===== src/genlock_pkg.sv =====
// Constants for the genlock status and control register bank.
// Assumes a classic Wishbone slave with 32-bit data and byte addresses.
//
// Summary of operation
// - Reference locked is high only when field, vertical, horizontal and clock lock are all high, a masked term counting as high.
// - The sync-fail pin is always the inverse of reference locked.
// - Field locked, bit 4, is high once the output field is genlocked to the field sync input.
// - Without a field sync input, field locked copies vertical locked, bit 3.
// - Vertical locked, bit 3, is high once the output vertical is genlocked to vertical sync.
// - Horizontal locked, bit 2, is high once the output horizontal is genlocked to horizontal sync.
// - Clock locked, bit 1, is high only when both video and audio clocks are locked to their PLLs.
// - Reference present, bit 0, is high while a valid reference is applied; the reference-absent pin is its inverse.
// - Control bit 5 high hands genlock to the host bit; low leaves the genlock pin in charge.
// - The host genlock bit, control bit 0, is ignored while control bit 5 is low.
// - Control bits 4, 3 and 2 each drop the field, vertical or horizontal term from reference locked.
// - Control bit 1 high selects drift locking to a new reference, low selects crash locking.
// - Control bit 6 enables extended audio mode and resets to zero.
package genlock_pkg;

  localparam int ADR_W = 8;
  localparam int IDX_W = 6;

  // =====================================================================
  // Register indices; byte address is four times the index
  localparam logic [IDX_W-1:0] IDX_STATUS = 6'h15;
  localparam logic [IDX_W-1:0] IDX_CONTROL = 6'h16;
  localparam logic [IDX_W-1:0] IDX_RESERVED_BLOCK = 6'h17;
  localparam logic [IDX_W-1:0] IDX_IRQ_STATUS = 6'h20;
  localparam logic [IDX_W-1:0] IDX_IRQ_CLEAR = 6'h21;
  localparam logic [IDX_W-1:0] IDX_IRQ_ENABLE = 6'h22;

  // =====================================================================
  // Status word fields
  localparam int ST_REF_PRESENT = 0;
  localparam int ST_CLK_LOCK = 1;
  localparam int ST_H_LOCK = 2;
  localparam int ST_V_LOCK = 3;
  localparam int ST_F_LOCK = 4;
  localparam int ST_REF_LOCK = 5;
  localparam int ST_W = 6;

  // =====================================================================
  // Control word fields
  localparam int CT_HOST_GENLOCK = 0;
  localparam int CT_DRIFT = 1;
  localparam int CT_H_MASK = 2;
  localparam int CT_V_MASK = 3;
  localparam int CT_F_MASK = 4;
  localparam int CT_GENLOCK_FROM_HOST = 5;
  localparam int CT_EXT_AUDIO = 6;
  localparam int CT_W = 7;
  localparam logic [CT_W-1:0] CT_RESET = 7'h00;

  // =====================================================================
  // Interrupt events
  localparam int EV_REF_UP = 0;
  localparam int EV_REF_DOWN = 1;
  localparam int EV_LOCK_UP = 2;
  localparam int EV_LOCK_DOWN = 3;
  localparam int EV_W = 4;
  localparam logic [EV_W-1:0] EV_RESET = 4'h0;

  // =====================================================================
  // Synchronised input bit positions
  localparam int IN_REF_VALID = 0;
  localparam int IN_FIELD_SYNC_IN_PRESENT = 1;
  localparam int IN_F_LOCK = 2;
  localparam int IN_V_LOCK = 3;
  localparam int IN_H_LOCK = 4;
  localparam int IN_VPLL_LOCK = 5;
  localparam int IN_APLL_LOCK = 6;
  localparam int IN_GENLOCK_PIN = 7;
  localparam int IN_W = 8;

endpackage


===== src/genlock_sync.sv =====
// Two-flop synchroniser for a bus of independent level signals.
// Assumes each bit is a slow level; no bus coherency is promised.
`timescale 1ns/10ps
module genlock_sync #(
  parameter int WIDTH = 8
) (
  input wire logic clk_sys,
  input wire logic rst,
  input wire logic [WIDTH-1:0] async_in,
  output logic [WIDTH-1:0] sync_out
);

  logic [WIDTH-1:0] meta_q;

  // =====================================================================
  // First stage is read only by the second
  always_ff @(posedge clk_sys or posedge rst) begin
    if (rst) begin
      meta_q <= '0;
      sync_out <= '0;
    end else begin
      meta_q <= async_in;
      sync_out <= meta_q;
    end
  end

endmodule


===== src/genlock_regs.sv =====
// Genlock status and control registers with a Wishbone slave port.
// Assumes lock and presence inputs arrive asynchronously from detectors.
`timescale 1ns/10ps
module genlock_regs
  import genlock_pkg::*;
(
  input wire logic clk_sys,
  input wire logic rst,
  // Wishbone classic slave
  input wire logic wb_cyc_i,
  input wire logic wb_stb_i,
  input wire logic wb_we_i,
  input wire logic [ADR_W-1:0] wb_adr_i,
  input wire logic [3:0] wb_sel_i,
  input wire logic [31:0] wb_dat_i,
  output logic [31:0] wb_dat_o,
  output logic wb_ack_o,
  // Detector and pin inputs
  input wire logic ref_valid_in,
  input wire logic field_sync_present_in,
  input wire logic field_lock_in,
  input wire logic vert_lock_in,
  input wire logic horz_lock_in,
  input wire logic video_pll_lock_in,
  input wire logic audio_pll_lock_in,
  input wire logic genlock_pin_in,
  // Outputs
  output logic lock_lost,
  output logic ref_lost,
  output logic genlock_en,
  output logic drift_lock_en,
  output logic ext_audio_en,
  output logic irq
);

  logic [IN_W-1:0] raw_in;
  logic [IN_W-1:0] in_s;
  logic [ST_W-1:0] status_d;
  logic [ST_W-1:0] status_q;
  logic [CT_W-1:0] control_q;
  logic [EV_W-1:0] irq_sts_q;
  logic [EV_W-1:0] irq_en_q;
  logic [EV_W-1:0] events;
  logic [IDX_W-1:0] idx;
  logic req;
  logic wr;
  logic rd;
  logic [31:0] rdata;
  logic field_term;
  logic ref_lock_d;
  logic [15:0] ctl_merged;
  logic [15:0] ien_merged;

  // Byte-lane merge of a write into a narrow register
  function automatic logic [15:0] lane_merge(input logic [15:0] old,
                                             input logic [31:0] dat,
                                             input logic [3:0] sel);
    logic [15:0] res;
    res = old;
    if (sel[0]) begin
      res[7:0] = dat[7:0];
    end
    if (sel[1]) begin
      res[15:8] = dat[15:8];
    end
    return res;
  endfunction

  // =====================================================================
  // Input synchronisation
  assign raw_in = {genlock_pin_in, audio_pll_lock_in, video_pll_lock_in,
                   horz_lock_in, vert_lock_in, field_lock_in,
                   field_sync_present_in, ref_valid_in};

  genlock_sync #(.WIDTH(IN_W)) u_sync (
    .clk_sys(clk_sys),
    .rst(rst),
    .async_in(raw_in),
    .sync_out(in_s)
  );

  // =====================================================================
  // Status word
  always_comb begin
    status_d = '0;
    status_d[ST_REF_PRESENT] = in_s[IN_REF_VALID];
    status_d[ST_CLK_LOCK] = in_s[IN_VPLL_LOCK] & in_s[IN_APLL_LOCK];
    status_d[ST_H_LOCK] = in_s[IN_H_LOCK];
    status_d[ST_V_LOCK] = in_s[IN_V_LOCK];
    // Field term follows vertical when no field sync exists
    field_term = in_s[IN_FIELD_SYNC_IN_PRESENT] ? in_s[IN_F_LOCK]
                                        : in_s[IN_V_LOCK];
    status_d[ST_F_LOCK] = field_term;
    ref_lock_d = (field_term | control_q[CT_F_MASK]) &
                 (in_s[IN_V_LOCK] | control_q[CT_V_MASK]) &
                 (in_s[IN_H_LOCK] | control_q[CT_H_MASK]) &
                 status_d[ST_CLK_LOCK];
    status_d[ST_REF_LOCK] = ref_lock_d;
  end

  always_ff @(posedge clk_sys or posedge rst) begin
    if (rst) begin
      status_q <= '0;
    end else begin
      status_q <= status_d;
    end
  end

  assign lock_lost = ~status_q[ST_REF_LOCK];
  assign ref_lost = ~status_q[ST_REF_PRESENT];

  // =====================================================================
  // Bus decode
  assign idx = wb_adr_i[ADR_W-1:2];
  assign req = wb_cyc_i & wb_stb_i & ~wb_ack_o;
  assign wr = req & wb_we_i;
  assign rd = req & ~wb_we_i;

  always_ff @(posedge clk_sys or posedge rst) begin
    if (rst) begin
      wb_ack_o <= 1'b0;
    end else begin
      wb_ack_o <= req;
    end
  end

  // =====================================================================
  // Control register
  assign ctl_merged = lane_merge({9'h000, control_q}, wb_dat_i, wb_sel_i);

  always_ff @(posedge clk_sys or posedge rst) begin
    if (rst) begin
      control_q <= CT_RESET;
    end else if (wr && idx == IDX_CONTROL) begin
      // Upper bits are dropped; software keeps them zero
      control_q <= ctl_merged[CT_W-1:0];
    end
  end

  assign genlock_en = control_q[CT_GENLOCK_FROM_HOST] ?
                      control_q[CT_HOST_GENLOCK] :
                      in_s[IN_GENLOCK_PIN];
  assign drift_lock_en = control_q[CT_DRIFT];
  assign ext_audio_en = control_q[CT_EXT_AUDIO];

  // =====================================================================
  // Interrupts
  assign events[EV_REF_UP] = status_d[ST_REF_PRESENT] &
                             ~status_q[ST_REF_PRESENT];
  assign events[EV_REF_DOWN] = ~status_d[ST_REF_PRESENT] &
                               status_q[ST_REF_PRESENT];
  assign events[EV_LOCK_UP] = status_d[ST_REF_LOCK] &
                              ~status_q[ST_REF_LOCK];
  assign events[EV_LOCK_DOWN] = ~status_d[ST_REF_LOCK] &
                                status_q[ST_REF_LOCK];

  always_ff @(posedge clk_sys or posedge rst) begin
    if (rst) begin
      irq_sts_q <= EV_RESET;
    end else if (wr && idx == IDX_IRQ_CLEAR && wb_sel_i[0]) begin
      // A new event wins over its clear
      irq_sts_q <= (irq_sts_q & ~wb_dat_i[EV_W-1:0]) | events;
    end else begin
      irq_sts_q <= irq_sts_q | events;
    end
  end

  assign ien_merged = lane_merge({12'h000, irq_en_q}, wb_dat_i, wb_sel_i);

  always_ff @(posedge clk_sys or posedge rst) begin
    if (rst) begin
      irq_en_q <= EV_RESET;
    end else if (wr && idx == IDX_IRQ_ENABLE) begin
      irq_en_q <= ien_merged[EV_W-1:0];
    end
  end

  assign irq = |(irq_sts_q & irq_en_q);

  // =====================================================================
  // Read path
  always_comb begin
    rdata = 32'h0000_0000;
    case (idx)
      IDX_STATUS: rdata[ST_W-1:0] = status_q;
      IDX_CONTROL: rdata[CT_W-1:0] = control_q;
      IDX_IRQ_STATUS: rdata[EV_W-1:0] = irq_sts_q;
      IDX_IRQ_ENABLE: rdata[EV_W-1:0] = irq_en_q;
      default: rdata = 32'h0000_0000;
    endcase
  end

  always_ff @(posedge clk_sys or posedge rst) begin
    if (rst) begin
      wb_dat_o <= 32'h0000_0000;
    end else if (rd) begin
      wb_dat_o <= rdata;
    end
  end
endmodule


===== config.mk =====
export PLATFORM = sky130hd
export DESIGN_NAME = genlock_regs
export DESIGN_NICKNAME = d
export VERILOG_FILES = /design/src/genlock_pkg.sv /design/src/genlock_sync.sv /design/src/genlock_regs.sv
export SDC_FILE = /design/constraint.sdc
export NUM_CORES = 1
export LEC_CHECK = 0
export BUFFER_PORTS_ARGS = -buffer_cell sky130_fd_sc_hd__buf_4
export CAP_MARGIN = 20
export CORE_UTILIZATION = 39
export CTS_BUF_LIST = sky130_fd_sc_hd__clkbuf_4
export CTS_CLUSTER_SIZE = 8
export DETAILED_ROUTE_END_ITERATION = 7
export MAX_ROUTING_LAYER = met4
export PLACE_DENSITY_LB_ADDON = 0.15
export SETUP_SLACK_MARGIN = 0.05
export SLEW_MARGIN = 20
export SYNTH_ARGS = -nofsm -noshare
export SYNTH_HDL_FRONTEND = slang
export SYNTH_HIERARCHICAL = 1
export SYNTH_SLANG_ARGS = --single-unit

===== constraint.sdc =====
create_clock -name clk_sys -period 2.31 [get_ports clk_sys]
set_clock_uncertainty 0.2 [all_clocks]
set_input_delay 0 -clock clk_sys [delete_from_list [all_inputs] [get_ports clk_sys]]
set_output_delay 0 -clock clk_sys [all_outputs]
set_load 0.005 [all_outputs]

Yosys cells after proc, flatten, opt, wreduce, memory -nomap -nowiden
Index checks and enable logic that the tools add are counted.
{ "op_classes": {"n_reduce_logical": 7, "bitwise": 26, "n_eq_ne": 5, "muxes": 6} }
{ "ops": {"columns": ["op", "count"], "rows": [
  ["6-bit == test, second input constant", 3],
  ["4-bit case mux with 4 select lines", 1],
  ["1-bit AND", 12],
  ["6-bit by 5-bit == test with 1-bit output, second input constant", 2],
  ["4-bit AND", 2],
  ["4-bit OR", 2],
  ["1-bit inverter", 6],
  ["1-bit logical AND", 4],
  ["4-bit two-way mux", 1],
  ["4-bit inverter", 1],
  ["2-bit case mux with 2 select lines", 1],
  ["2-bit AND reduction", 2],
  ["4-bit OR reduction", 1],
  ["1-bit two-way mux", 3],
  ["1-bit OR", 3]
]} }
{ "totals": {"ff_bits": 45, "out_inout_bits": 39, "word_cells": 52} }

Logic depth before layout (Yosys ltp)
Gate-level depths: netlist of the first run.
{ "logic_depth": {"ltp_word": 9, "ltp_mapped": 5, "mapped_depth_nobuf": 4} }

Modules after synthesis
The synthesis of the first run kept the hierarchy.
{ "by_module_without_submodules": {"columns": ["mod", "cells_each", "area_per_inst_um2", "instances"], "rows": [
  ["genlock_regs", 130, 1507.7, 1],
  ["genlock_sync", 17, 404.1, 1]
]} }

Worst setup path before layout of the first run
OpenSTA, ideal clock, no wires.
{ "synth_timing": {"path_kind": "register to register", "from": "reg wb_ack_o", "to": "reg control_q[0]", "path_slack_ps": 547, "path_buffers": 1, "stages_incl_launch_ff": 6, "setup_ps": 125, "required_ps": 1985, "period_less_slack_ps": 1763, "arrival_ps": 1438, "path_cell_list": "dfrtp_1 nand3b_1 nor2_1 and2_1 buf_6 mux2_2"} }
{ "synth_between": {"elab_chain_cells": 5} }
{ "synth_rtl": {"columns": ["item", "line", "rtl"], "rows": [
  ["start, declared", "genlock_regs.sv:17", "output logic wb_ack_o,"],
  ["start signal, assigned", "genlock_regs.sv:123", "wb_ack_o <= req;"],
  ["1-bit inverter", "genlock_regs.sv:115", "assign req = wb_cyc_i & wb_stb_i & ~wb_ack_o;"],
  ["1-bit AND", "genlock_regs.sv:115", null],
  ["1-bit AND", "genlock_regs.sv:116", "assign wr = req & wb_we_i;"],
  ["1-bit logical AND", "genlock_regs.sv:134", "end else if (wr && idx == IDX_CONTROL) begin"],
  ["2-bit AND reduction (no line)", null, null],
  ["end signal, assigned", "genlock_regs.sv:136", "control_q <= ctl_merged[CT_W-1:0];"],
  ["end, declared", "genlock_regs.sv:40", "logic [CT_W-1:0] control_q;"]
]} }
No other way between the ends.
A chain may end at the register's enable or synchronous reset.

Worst setup path in the final report of the first run
{ "layout_timing": {"from": "reg wb_ack_o", "to": "reg irq_en_q[3]"} }
{ "layout_between": {"elab_chain_cells": 5} }
{ "layout_rtl": {"columns": ["item", "line", "rtl"], "rows": [
  ["1-bit inverter", "genlock_regs.sv:115", null],
  ["1-bit AND", "genlock_regs.sv:115", null],
  ["1-bit AND", "genlock_regs.sv:116", null],
  ["1-bit logical AND", "genlock_regs.sv:173", "end else if (wr && idx == IDX_IRQ_ENABLE) begin"],
  ["2-bit AND reduction (no line)", null, null],
  ["end signal, assigned", "genlock_regs.sv:174", "irq_en_q <= ien_merged[EV_W-1:0];"],
  ["end, declared", "genlock_regs.sv:42", "logic [EV_W-1:0] irq_en_q;"]
]} }
No other way between the ends.

==> results of run 1 <==
kinds of logic after synthesis:
| logic type | after synthesis |
|---|---|
| compound gates | 20 |
| simple gates | 28 |
| other cells | 1 |
| flops | 45 |
| mux | 17 |
| buf+inv | 36 |
where the power goes:
group / internal [µW] / switching [µW]
Sequential: 836 / 24.8
Combinational: 118 / 82.9
Clock: 115 / 240
Total: 1070 / 348
through the flow:
step	cells	hold slack (ps)
after global routing	287	52.33
final	287	46.71
after CTS	287	12.91
after detailed placement	254	-102.9
after global placement	254	-120.2
after floorplan	171	-286.3
flip-flops by register name, summed over array words and instances (netlist names):
signal	cells
u_sync/meta_q	8
control_q	7
irq_en_q	4
status_q	6
u_sync/sync_out	8
wb_dat_o	7
wb_ack_o	1
irq_sts_q	4
what timing repair did:
item,in CTS,in global routing
endpoints found under the hold margin,76,0
resized for setup,0,1
endpoints found under the setup margin,0,4
hold buffers,25,0
routing by layer:
layer,share of wire,vias up
met3,0.056,5
met2,0.51,55
met1,0.42,600
li1,-,601
met5,0,-
met4,0.012,0
cells in the mapped netlist:
| cell type | instances | area, µm² |
|---|---|---|
| nor4_4 | 1 | 21.27 |
| nand3_4 | 1 | 17.52 |
| nand3b_1 | 1 | 7.510 |
| mux2_4 | 4 | 60.06 |
| nand2_1 | 7 | 26.28 |
| nand3_1 | 1 | 5.000 |
| or4b_4 | 1 | 13.76 |
| nand4bb_1 | 1 | 11.26 |
| clkbuf_1 | 1 | 3.750 |
| a22o_1 | 2 | 17.52 |
| buf_4 | 25 | 187.7 |
| a222oi_1 | 4 | 40.04 |
| o21ai_0 | 1 | 5.000 |
| nor2_8 | 1 | 20.02 |
| o221ai_1 | 1 | 8.760 |
| clkbuf_2 | 1 | 5.000 |
| o2bb2ai_1 | 2 | 17.52 |
| a22oi_1 | 4 | 30.03 |
| a21oi_1 | 6 | 30.03 |
| nand2b_1 | 1 | 6.260 |
| dfrtp_1 | 45 | 1126 |
| conb_1 | 1 | 3.750 |
| inv_1 | 8 | 30.03 |
| nor3b_2 | 1 | 12.51 |
| nor2_1 | 11 | 41.29 |
| mux2_2 | 12 | 135.1 |
| mux2_1 | 1 | 11.26 |
| and2_1 | 1 | 6.260 |
| buf_6 | 1 | 11.26 |
worst paths after layout:
check | cells past startpoint | startpoint | to | slack [ps]
max in group asynchronous | 3 | rst | u_sync/sync_out[3] | 1490
min | 3 | rst | u_sync/sync_out[7] | 50
max | 5 | wb_ack_o | irq_en_q[3] | 140
min in group clk_sys | 6 | wb_stb_i | irq_sts_q[1] | 50
min reg2reg | 0 | u_sync/meta_q[6] | u_sync/sync_out[6] | 160
max reg2reg | 5 | wb_ack_o | irq_en_q[3] | 140
critical path: cells and delay by family (launching register included):
kind	cells	cell delay (ps)
buffers and inverters	1	680
AND/OR/NAND/NOR	3	460
flip-flops	1	400
multiplexers	1	330
area by class of cell:
type,count,area (µm²),share of cell area
sequential,45,1126,0.4475
clock inverter,3,17.52,0.006962
multi-input combinational,90,640.6,0.2546
clock buffer,5,37.54,0.01492
tap,67,83.83,0.03332
timing repair buffer,69,580.6,0.2307
inverter,8,30.03,0.01193
==> impl_metrics.csv, run 1 <==
group,metric,value,unit
critical_path,startpoint_type,"flop",
global_routing,grt_pass1_vias,1281,
cts,clock_latency,350,ps
critical_path,slowest_delay,680,ps
critical_path,worstPathRequired,2360,ps
detailed_routing,drtIter0Drc,46,
power,p_per_area,563.0,nW/µm²
placed_design,portBuffers,40,
yosys,yosysSeqAreaShare,0.5890,
cells_and_area,finish.utilization,0.5327,
die,start_util,0.4048,
yosys,synthMuxAreaShare,0.1080,
global_routing,grt_use_met3,0.03333,
cts,clkTransAtPathRegs,120,ps
cts,cts.sinks,45,
cts,post_cts_buffers,0,
die,fp.dieW,72.02,µm
critical_path,crit_type,"flop to flop",
cts,cts_root_buf,"clkbuf_4",
detailed_routing,drc_errors,0,
yosys,synth-adder-area-share,0,
yosys,ys_warn_count,6,
cells_and_area,layout.nets,276,
critical_path,cp-end-kind,"flop",
yosys,ys_ff_latch,45,
cells_and_area,fill_cells,415,
timing,tightest_slew,549.7,ps
yosys,synth_xor_area_frac,0,
yosys,yosys.area_share.simple,0.09882,
global_routing,grt_util_met1,0.1667,
die,num_rows,25,
global_routing,grt-busiest-layer,"met2",
timing,rsz0062_at_grt,"no",
critical_path,cpMaxStageDelayCell,"dlygate4sd3_1",
yosys,synth_compound_area_frac,0.07788,
global_routing,grt_util_all_layers,0.1547,
placed_design,place_ws,412.9,ps
die,die_area,5186,µm²
global_routing,antenna_found_initial,0,
die,core,4723,µm²
cells_and_area,n_antenna_cell,0,
placed_design,place_area,2208,µm²
cts,cts_tree,"done",
hold_path,hp-class,"primary input to asynchronous set/reset pin",
power,power,1417,µW
cells_and_area,final_cell_mix,"dfrtp_1, buf_4, conb_1, dlygate4sd3_1, mux2_2",
die,fp.dieH,72.02,µm
yosys,syn_inst,147,
global_routing,met2_usage,0.2788,
timing,layout_setup_ws,144.7,ps
cells_and_area,final_area,2516,µm²
timing,finalSetupViolations,0,
detailed_routing,wl,3543,µm
cells_and_area,final_common_cell,"dfrtp_1",
timing,slew_violations,0,
placed_design,dp_hpwl,2437,µm
power,ir_drop,0.3275,mV
critical_path,crit_path_cell_trace,"nand3b_1, nor2_2, nand3_4, dlygate4sd3_1, mux2_4",
detailed_routing,viasPerCell,4.394,
placed_design,routabilityCongestion,0.7676,
critical_path,arrival,2210,ps
yosys,synth.cell_area,1912,µm²
yosys,ys_types,29,
critical_path,crit_fanout,4,
timing,fin_tns_setup,0,ps
cells_and_area,drive_above_1_share,0.3364,
cts,cts_buffer_depth,2,
run_status,run_status,"complete, no violations",
global_routing,grt_pass1_wl,5754,µm
detailed_routing,num_vias,1261,
detailed_routing,firstDrtPassIters,5,
yosys,synth_top_family_by_area,"buffers and inverters",
cts,htreeDepth,2,
timing,final_hold_viol_count,0,
cells_and_area,areaGrowthSynthToFinish,31.61,%
cts,numCtsBuffers,5,
detailed_routing,route.antenna.remaining_nets,0,
global_routing,grt_max_degree,30,
global_routing,grt_overflow,0,
die,io_pins,96,
timing,fmax,461.8,MHz
timing,fin_crit,2165,ps
timing,relSlewSlack,0.6331,
power,p_leak,0.001223,µW
detailed_routing,wl_per_cell,12.34,µm
yosys,synth.avg_cell_area,13.01,µm²
job,cap_violations,0,
timing,fin_crit_sh,0.9373,
Power figures use the tool's default switching activity.
==> inputs of run 2 (changes only) <==
--- a/config.mk
+++ b/config.mk
@@ -7,7 +7,7 @@
 export LEC_CHECK = 0
 export BUFFER_PORTS_ARGS = -buffer_cell sky130_fd_sc_hd__buf_4
 export CAP_MARGIN = 20
-export CORE_UTILIZATION = 39
+export CORE_UTILIZATION = 46
 export CTS_BUF_LIST = sky130_fd_sc_hd__clkbuf_4
 export CTS_CLUSTER_SIZE = 8
 export DETAILED_ROUTE_END_ITERATION = 7
==> run 2 against run 1 <==
Compared with the run above:
- cell area fell by 0.15%
- clock-buffer cell count rose by 1
- non-clock buffer count rose by 2
- die area fell by 15%
- total power rose by 0.92%
- critical path depth did not move
- combinational power barely moved
- first-iteration DRC count rose by 67%
- utilization rose by 9.5 points
- sequential power barely moved
- sequential share of layout area rose by 0.067 points
- critical path type unchanged
==> impl_metrics.csv, run 2 (synthesized netlist as in run 1, its figures left out) <==
group,metric,value,unit
run_status,run_status,"complete, no violations",
critical_path,slowest_delay,550,ps
die,fp.dieH,66.47,µm
detailed_routing,route.antenna.remaining_nets,0,
global_routing,grt_util_all_layers,0.1866,
detailed_routing,viasPerCell,4.713,
cts,cts.sinks,45,
global_routing,grt_pass1_wl,5658,µm
timing,relSlewSlack,0.6291,
die,start_util,0.4779,
power,power,1430,µW
cts,cts_tree,"done",
global_routing,grt_overflow,0,
critical_path,cpMaxStageDelayCell,"dlygate4sd3_1",
timing,fin_crit,2161,ps
cells_and_area,finish.utilization,0.6281,
detailed_routing,wl_per_cell,13.34,µm
power,ir_drop,0.4978,mV
die,io_pins,96,
placed_design,dp_hpwl,2460,µm
timing,tightest_slew,555.7,ps
cts,clkTransAtPathRegs,120,ps
cells_and_area,layout.nets,278,
cells_and_area,n_antenna_cell,0,
cells_and_area,multi_input_area,638.1,µm²
cts,htreeDepth,2,
placed_design,portBuffers,40,
critical_path,startpoint_type,"flop",
critical_path,crit_path_cell_trace,"nand3b_1, nor2_1, nand3_4, mux2_4, dlygate4sd3_1",
critical_path,crit_fanout,4,
detailed_routing,wl,3628,µm
cells_and_area,fill_cells,341,
cts,postCtsHoldBufs,27,
cells_and_area,areaGrowthSynthToFinish,31.41,%
hold_path,min_path_cells,4,
critical_path,crit_type,"flop to flop",
timing,fin_crit_sh,0.9355,
critical_path,cp_num_buf_inv,1,
power,p_leak,0.001250,µW
job,cap_violations,0,
critical_path,worst-path-stages,5,
critical_path,arrival,2200,ps
cts,cts_buffer_depth,2,
timing,rsz0062_at_grt,"no",
timing,slew_violations,0,
cts,ctsResizeCount,0,
critical_path,path_delay_family,"simple AND/OR/NAND/NOR gates",
global_routing,grt_max_degree,30,
cells_and_area,seq_area,1126,µm²
cts,cts_root_buf,"clkbuf_4",
placed_design,routabilityCongestion,0.7721,
global_routing,antenna_found_initial,0,
cts,numCtsBuffers,5,
detailed_routing,firstDrtPassIters,4,
timing,fin_tns_setup,0,ps
cells_and_area,drive_above_1_share,0.3288,
critical_path,worstPathRequired,2350,ps
critical_path,r2r_cells,5,
timing,fmax,462.7,MHz
cells_and_area,reg_top3,"u_sync/meta_q: 8 flops, u_sync/sync_out: 8 flops",
die,core,4000,µm²
cts,post_cts_buffers,0,
die,die_area,4418,µm²
detailed_routing,num_vias,1282,
die,fp.dieW,66.47,µm
timing,holdWs,36.60,ps
timing,finalSetupViolations,0,
hold_path,hp-class,"primary input to flop",
cells_and_area,final_common_cell,"dfrtp_1",
critical_path,cp-end-kind,"flop",
global_routing,grt_pass1_vias,1249,
timing,final_hold_viol_count,0,
power,p_per_area,569.0,nW/µm²
die,num_rows,23,
detailed_routing,drtIter0Drc,77,
cells_and_area,final_cell_mix,"dfrtp_1, buf_4, dlygate4sd3_1",
cts,clock_latency,350,ps
detailed_routing,drc_errors,0,
==> run 2: per-layer routing <==
| layer | wire length (µm) | global-route usage | share of wire |
|---|---|---|---|
| met1 | 1361 | 0.1894 | 0.38 |
| met2 | 2007 | 0.3367 | 0.55 |
| met3 | 218 | 0.05822 | 0.060 |
| met4 | 40 | 0.06649 | 0.011 |
| met5 | 0 | - | 0 |
==> run 2: final cells by class <==
cell class                 instances  share of cell area
tap                               50             0.02490
clock buffer                       6             0.01793
sequential                        45              0.4482
multi-input combinational         90              0.2540
timing repair buffer              71              0.2390
inverter                           8             0.01195
clock inverter                     2            0.003984
==> run 2: report_power, final <==
group	switching (µW)	internal (µW)	leakage, µW
combinational	84.5	119	0.000667
clock	237	128	0.0000354
sequential	24.6	836	0.000548
total	347	1080	0.00125
==> run 2: through the flow <==
stage                     area (µm²)  worst slack (ps)  std cells
after floorplan                 2002             547.2        171
after global placement          2187             420.4        237
after detailed placement        2187             377.9        237
after CTS                       2512             140.4        272
after global routing            2512             50.47        272
final                           2512             149.0        272
==> run 2: worst paths after layout <==
check / from / endpoint / slack [ps]
worst min register to register: u_sync/meta_q[5] / u_sync/sync_out[5] / 160
worst min-delay path: wb_adr_i[3] / wb_dat_o[1] / 40
max in group asynchronous: rst / u_sync/sync_out[1] / 1490
worst max register to register: wb_ack_o / irq_en_q[3] / 150
min in group asynchronous: rst / u_sync/meta_q[7] / 60
worst max-delay path: wb_ack_o / irq_en_q[3] / 150
==> run 2: tightest hold or removal path, cell delays in order <==
cell and delay [ps]:
buf_4 140, mux2_2 160, a222oi_1 90, a21oi_1 150
==> inputs of run 3 (changes only) <==
--- a/config.mk
+++ b/config.mk
@@ -13,7 +13,7 @@
 export DETAILED_ROUTE_END_ITERATION = 7
 export MAX_ROUTING_LAYER = met4
 export PLACE_DENSITY_LB_ADDON = 0.15
-export SETUP_SLACK_MARGIN = 0.05
+export SETUP_SLACK_MARGIN = 0.3
 export SLEW_MARGIN = 20
 export SYNTH_ARGS = -nofsm -noshare
 export SYNTH_HDL_FRONTEND = slang
==> run 3 against run 2 <==
Compared with the run above:
- global-route usage rose by 0.34 points
- total power rose by 0.26%
- fmax rose by 17%
- wire length rose by 1.3%
- flip-flop and latch count did not move
- non-clock buffer count fell by 1
- register-to-register slack improved by 320 ps
==> impl_metrics.csv, run 3 (synthesized netlist as in run 1, its figures left out) <==
group,metric,value,unit
power,ir_drop,0.4981,mV
global_routing,grt_overflow,0,
hold_path,hp-class,"primary input to asynchronous set/reset pin",
timing,relSlewSlack,0.6291,
timing,final_hold_viol_count,0,
die,fp.dieH,66.47,µm
cells_and_area,layout.nets,277,
critical_path,crit_fanout,7,
timing,fin_tns_setup,0,ps
timing,slew_violations,0,
cts,cts.sinks,45,
placed_design,portBuffers,40,
timing,fin_crit,1844,ps
detailed_routing,drtIter0Drc,49,
critical_path,crit_type,"flop to flop",
global_routing,grt_pass1_vias,1237,
power,p_per_area,571.9,nW/µm²
detailed_routing,wl_per_cell,13.56,µm
placed_design,place_area,2187,µm²
cells_and_area,finish.utilization,0.6265,
cells_and_area,final_cell_mix,"dfrtp_1, buf_4, conb_1, dlygate4sd3_1, mux2_2",
die,die_area,4418,µm²
timing,fmax,542.4,MHz
cts,cts_root_buf,"clkbuf_4",
detailed_routing,num_vias,1283,
timing,finalSetupViolations,0,
timing,fin_crit_sh,0.7982,
die,num_rows,23,
placed_design,place_ws,377.9,ps
die,io_pins,96,
cts,cts_tree,"done",
critical_path,arrival,1890,ps
detailed_routing,drc_errors,0,
global_routing,grt_max_degree,30,
cts,clock_latency,350,ps
timing,rsz0062_at_grt,"no",
timing,holdWs,57.51,ps
die,start_util,0.4779,
critical_path,worstPathRequired,2350,ps
placed_design,dp_hpwl,2460,µm
cells_and_area,reg_top3,"u_sync/meta_q: 8 flops, u_sync/sync_out: 8 flops",
detailed_routing,firstDrtPassIters,4,
cells_and_area,n_antenna_cell,0,
critical_path,cp-end-kind,"flop",
cts,numCtsBuffers,5,
detailed_routing,route.antenna.remaining_nets,0,
cts,post_cts_buffers,0,
detailed_routing,wl,3675,µm
cts,cts_buffer_depth,2,
cells_and_area,fill_cells,342,
cells_and_area,seq_area,1126,µm²
placed_design,routabilityCongestion,0.7721,
run_status,run_status,"complete, no violations",
die,core,4000,µm²
timing,tightest_slew,555.7,ps
cells_and_area,drive_above_1_share,0.3348,
cells_and_area,multi_input_area,639.4,µm²
power,p_leak,0.001244,µW
cells_and_area,final_area,2506,µm²
cts,htreeDepth,2,
cells_and_area,final_common_cell,"dfrtp_1",
timing,layout_setup_ws,466.2,ps
die,fp.dieW,66.47,µm
detailed_routing,viasPerCell,4.734,
global_routing,grt_util_all_layers,0.1900,
global_routing,grt_pass1_wl,5733,µm
cells_and_area,areaGrowthSynthToFinish,31.09,%
critical_path,startpoint_type,"flop",
global_routing,antenna_found_initial,0,
cts,clkTransAtPathRegs,130,ps
job,cap_violations,0,
==> run 3: per-stage QoR <==
stage / power (µW) / std cells
after floorplan: 979.3 / 171
after global placement: 1041 / 237
after detailed placement: 1048 / 237
after CTS: 1446 / 271
after global routing: 1514 / 271
final: 1433 / 271
==> run 3: area by class of cell <==
type	count	share of cell area
flip-flops and latches	45	0.4493
multi-input cells	90	0.2551
repair buffers	70	0.2366
well taps	50	0.02496
clock buffers	6	0.01797
inverters	8	0.01198
clock inverters	2	0.003994
==> run 3: power breakdown <==
part / total [µW] / internal [µW] / switching (µW)
combinational: 207 / 121 / 86.1
sequential: 860 / 836 / 24.4
clock: 366 / 128 / 238
total: 1430 / 1090 / 348
==> run 3: final timing paths <==
check | startpoint | endpoint | slack, ps | depth (start not counted)
setup / recovery | wb_ack_o | control_q[2] | 470 | 4
hold / removal | rst | control_q[5] | 60 | 4
setup reg to reg | wb_ack_o | control_q[2] | 470 | 4
hold reg to reg | u_sync/meta_q[5] | u_sync/sync_out[5] | 160 | 0
max in group asynchronous | rst | u_sync/sync_out[1] | 1490 | 3
min in group clk_sys | wb_stb_i | irq_sts_q[2] | 60 | 6
==> run 3: routing by layer <==
metal	track usage	vias to the layer above	routed length [µm]
li1	-	603	-
met1	0.1995	622	1464
met2	0.3380	54	1995
met3	0.05651	4	175
met5	-	-	0
met4	0.06649	0	39
==> run 3: timing repair <==
action | CTS | global route
hold buffers | 26 | 0
hold endpoints to repair | 76 | 0
setup endpoints to repair | 0 | 8
resized for setup | 0 | 2
==> run 3: critical path, stage by stage (launching register included) <==
cell and delay, ps:
dfrtp_1 400, nand3b_1 200, nor2_1 250, and2_2 330
mux2_2 360
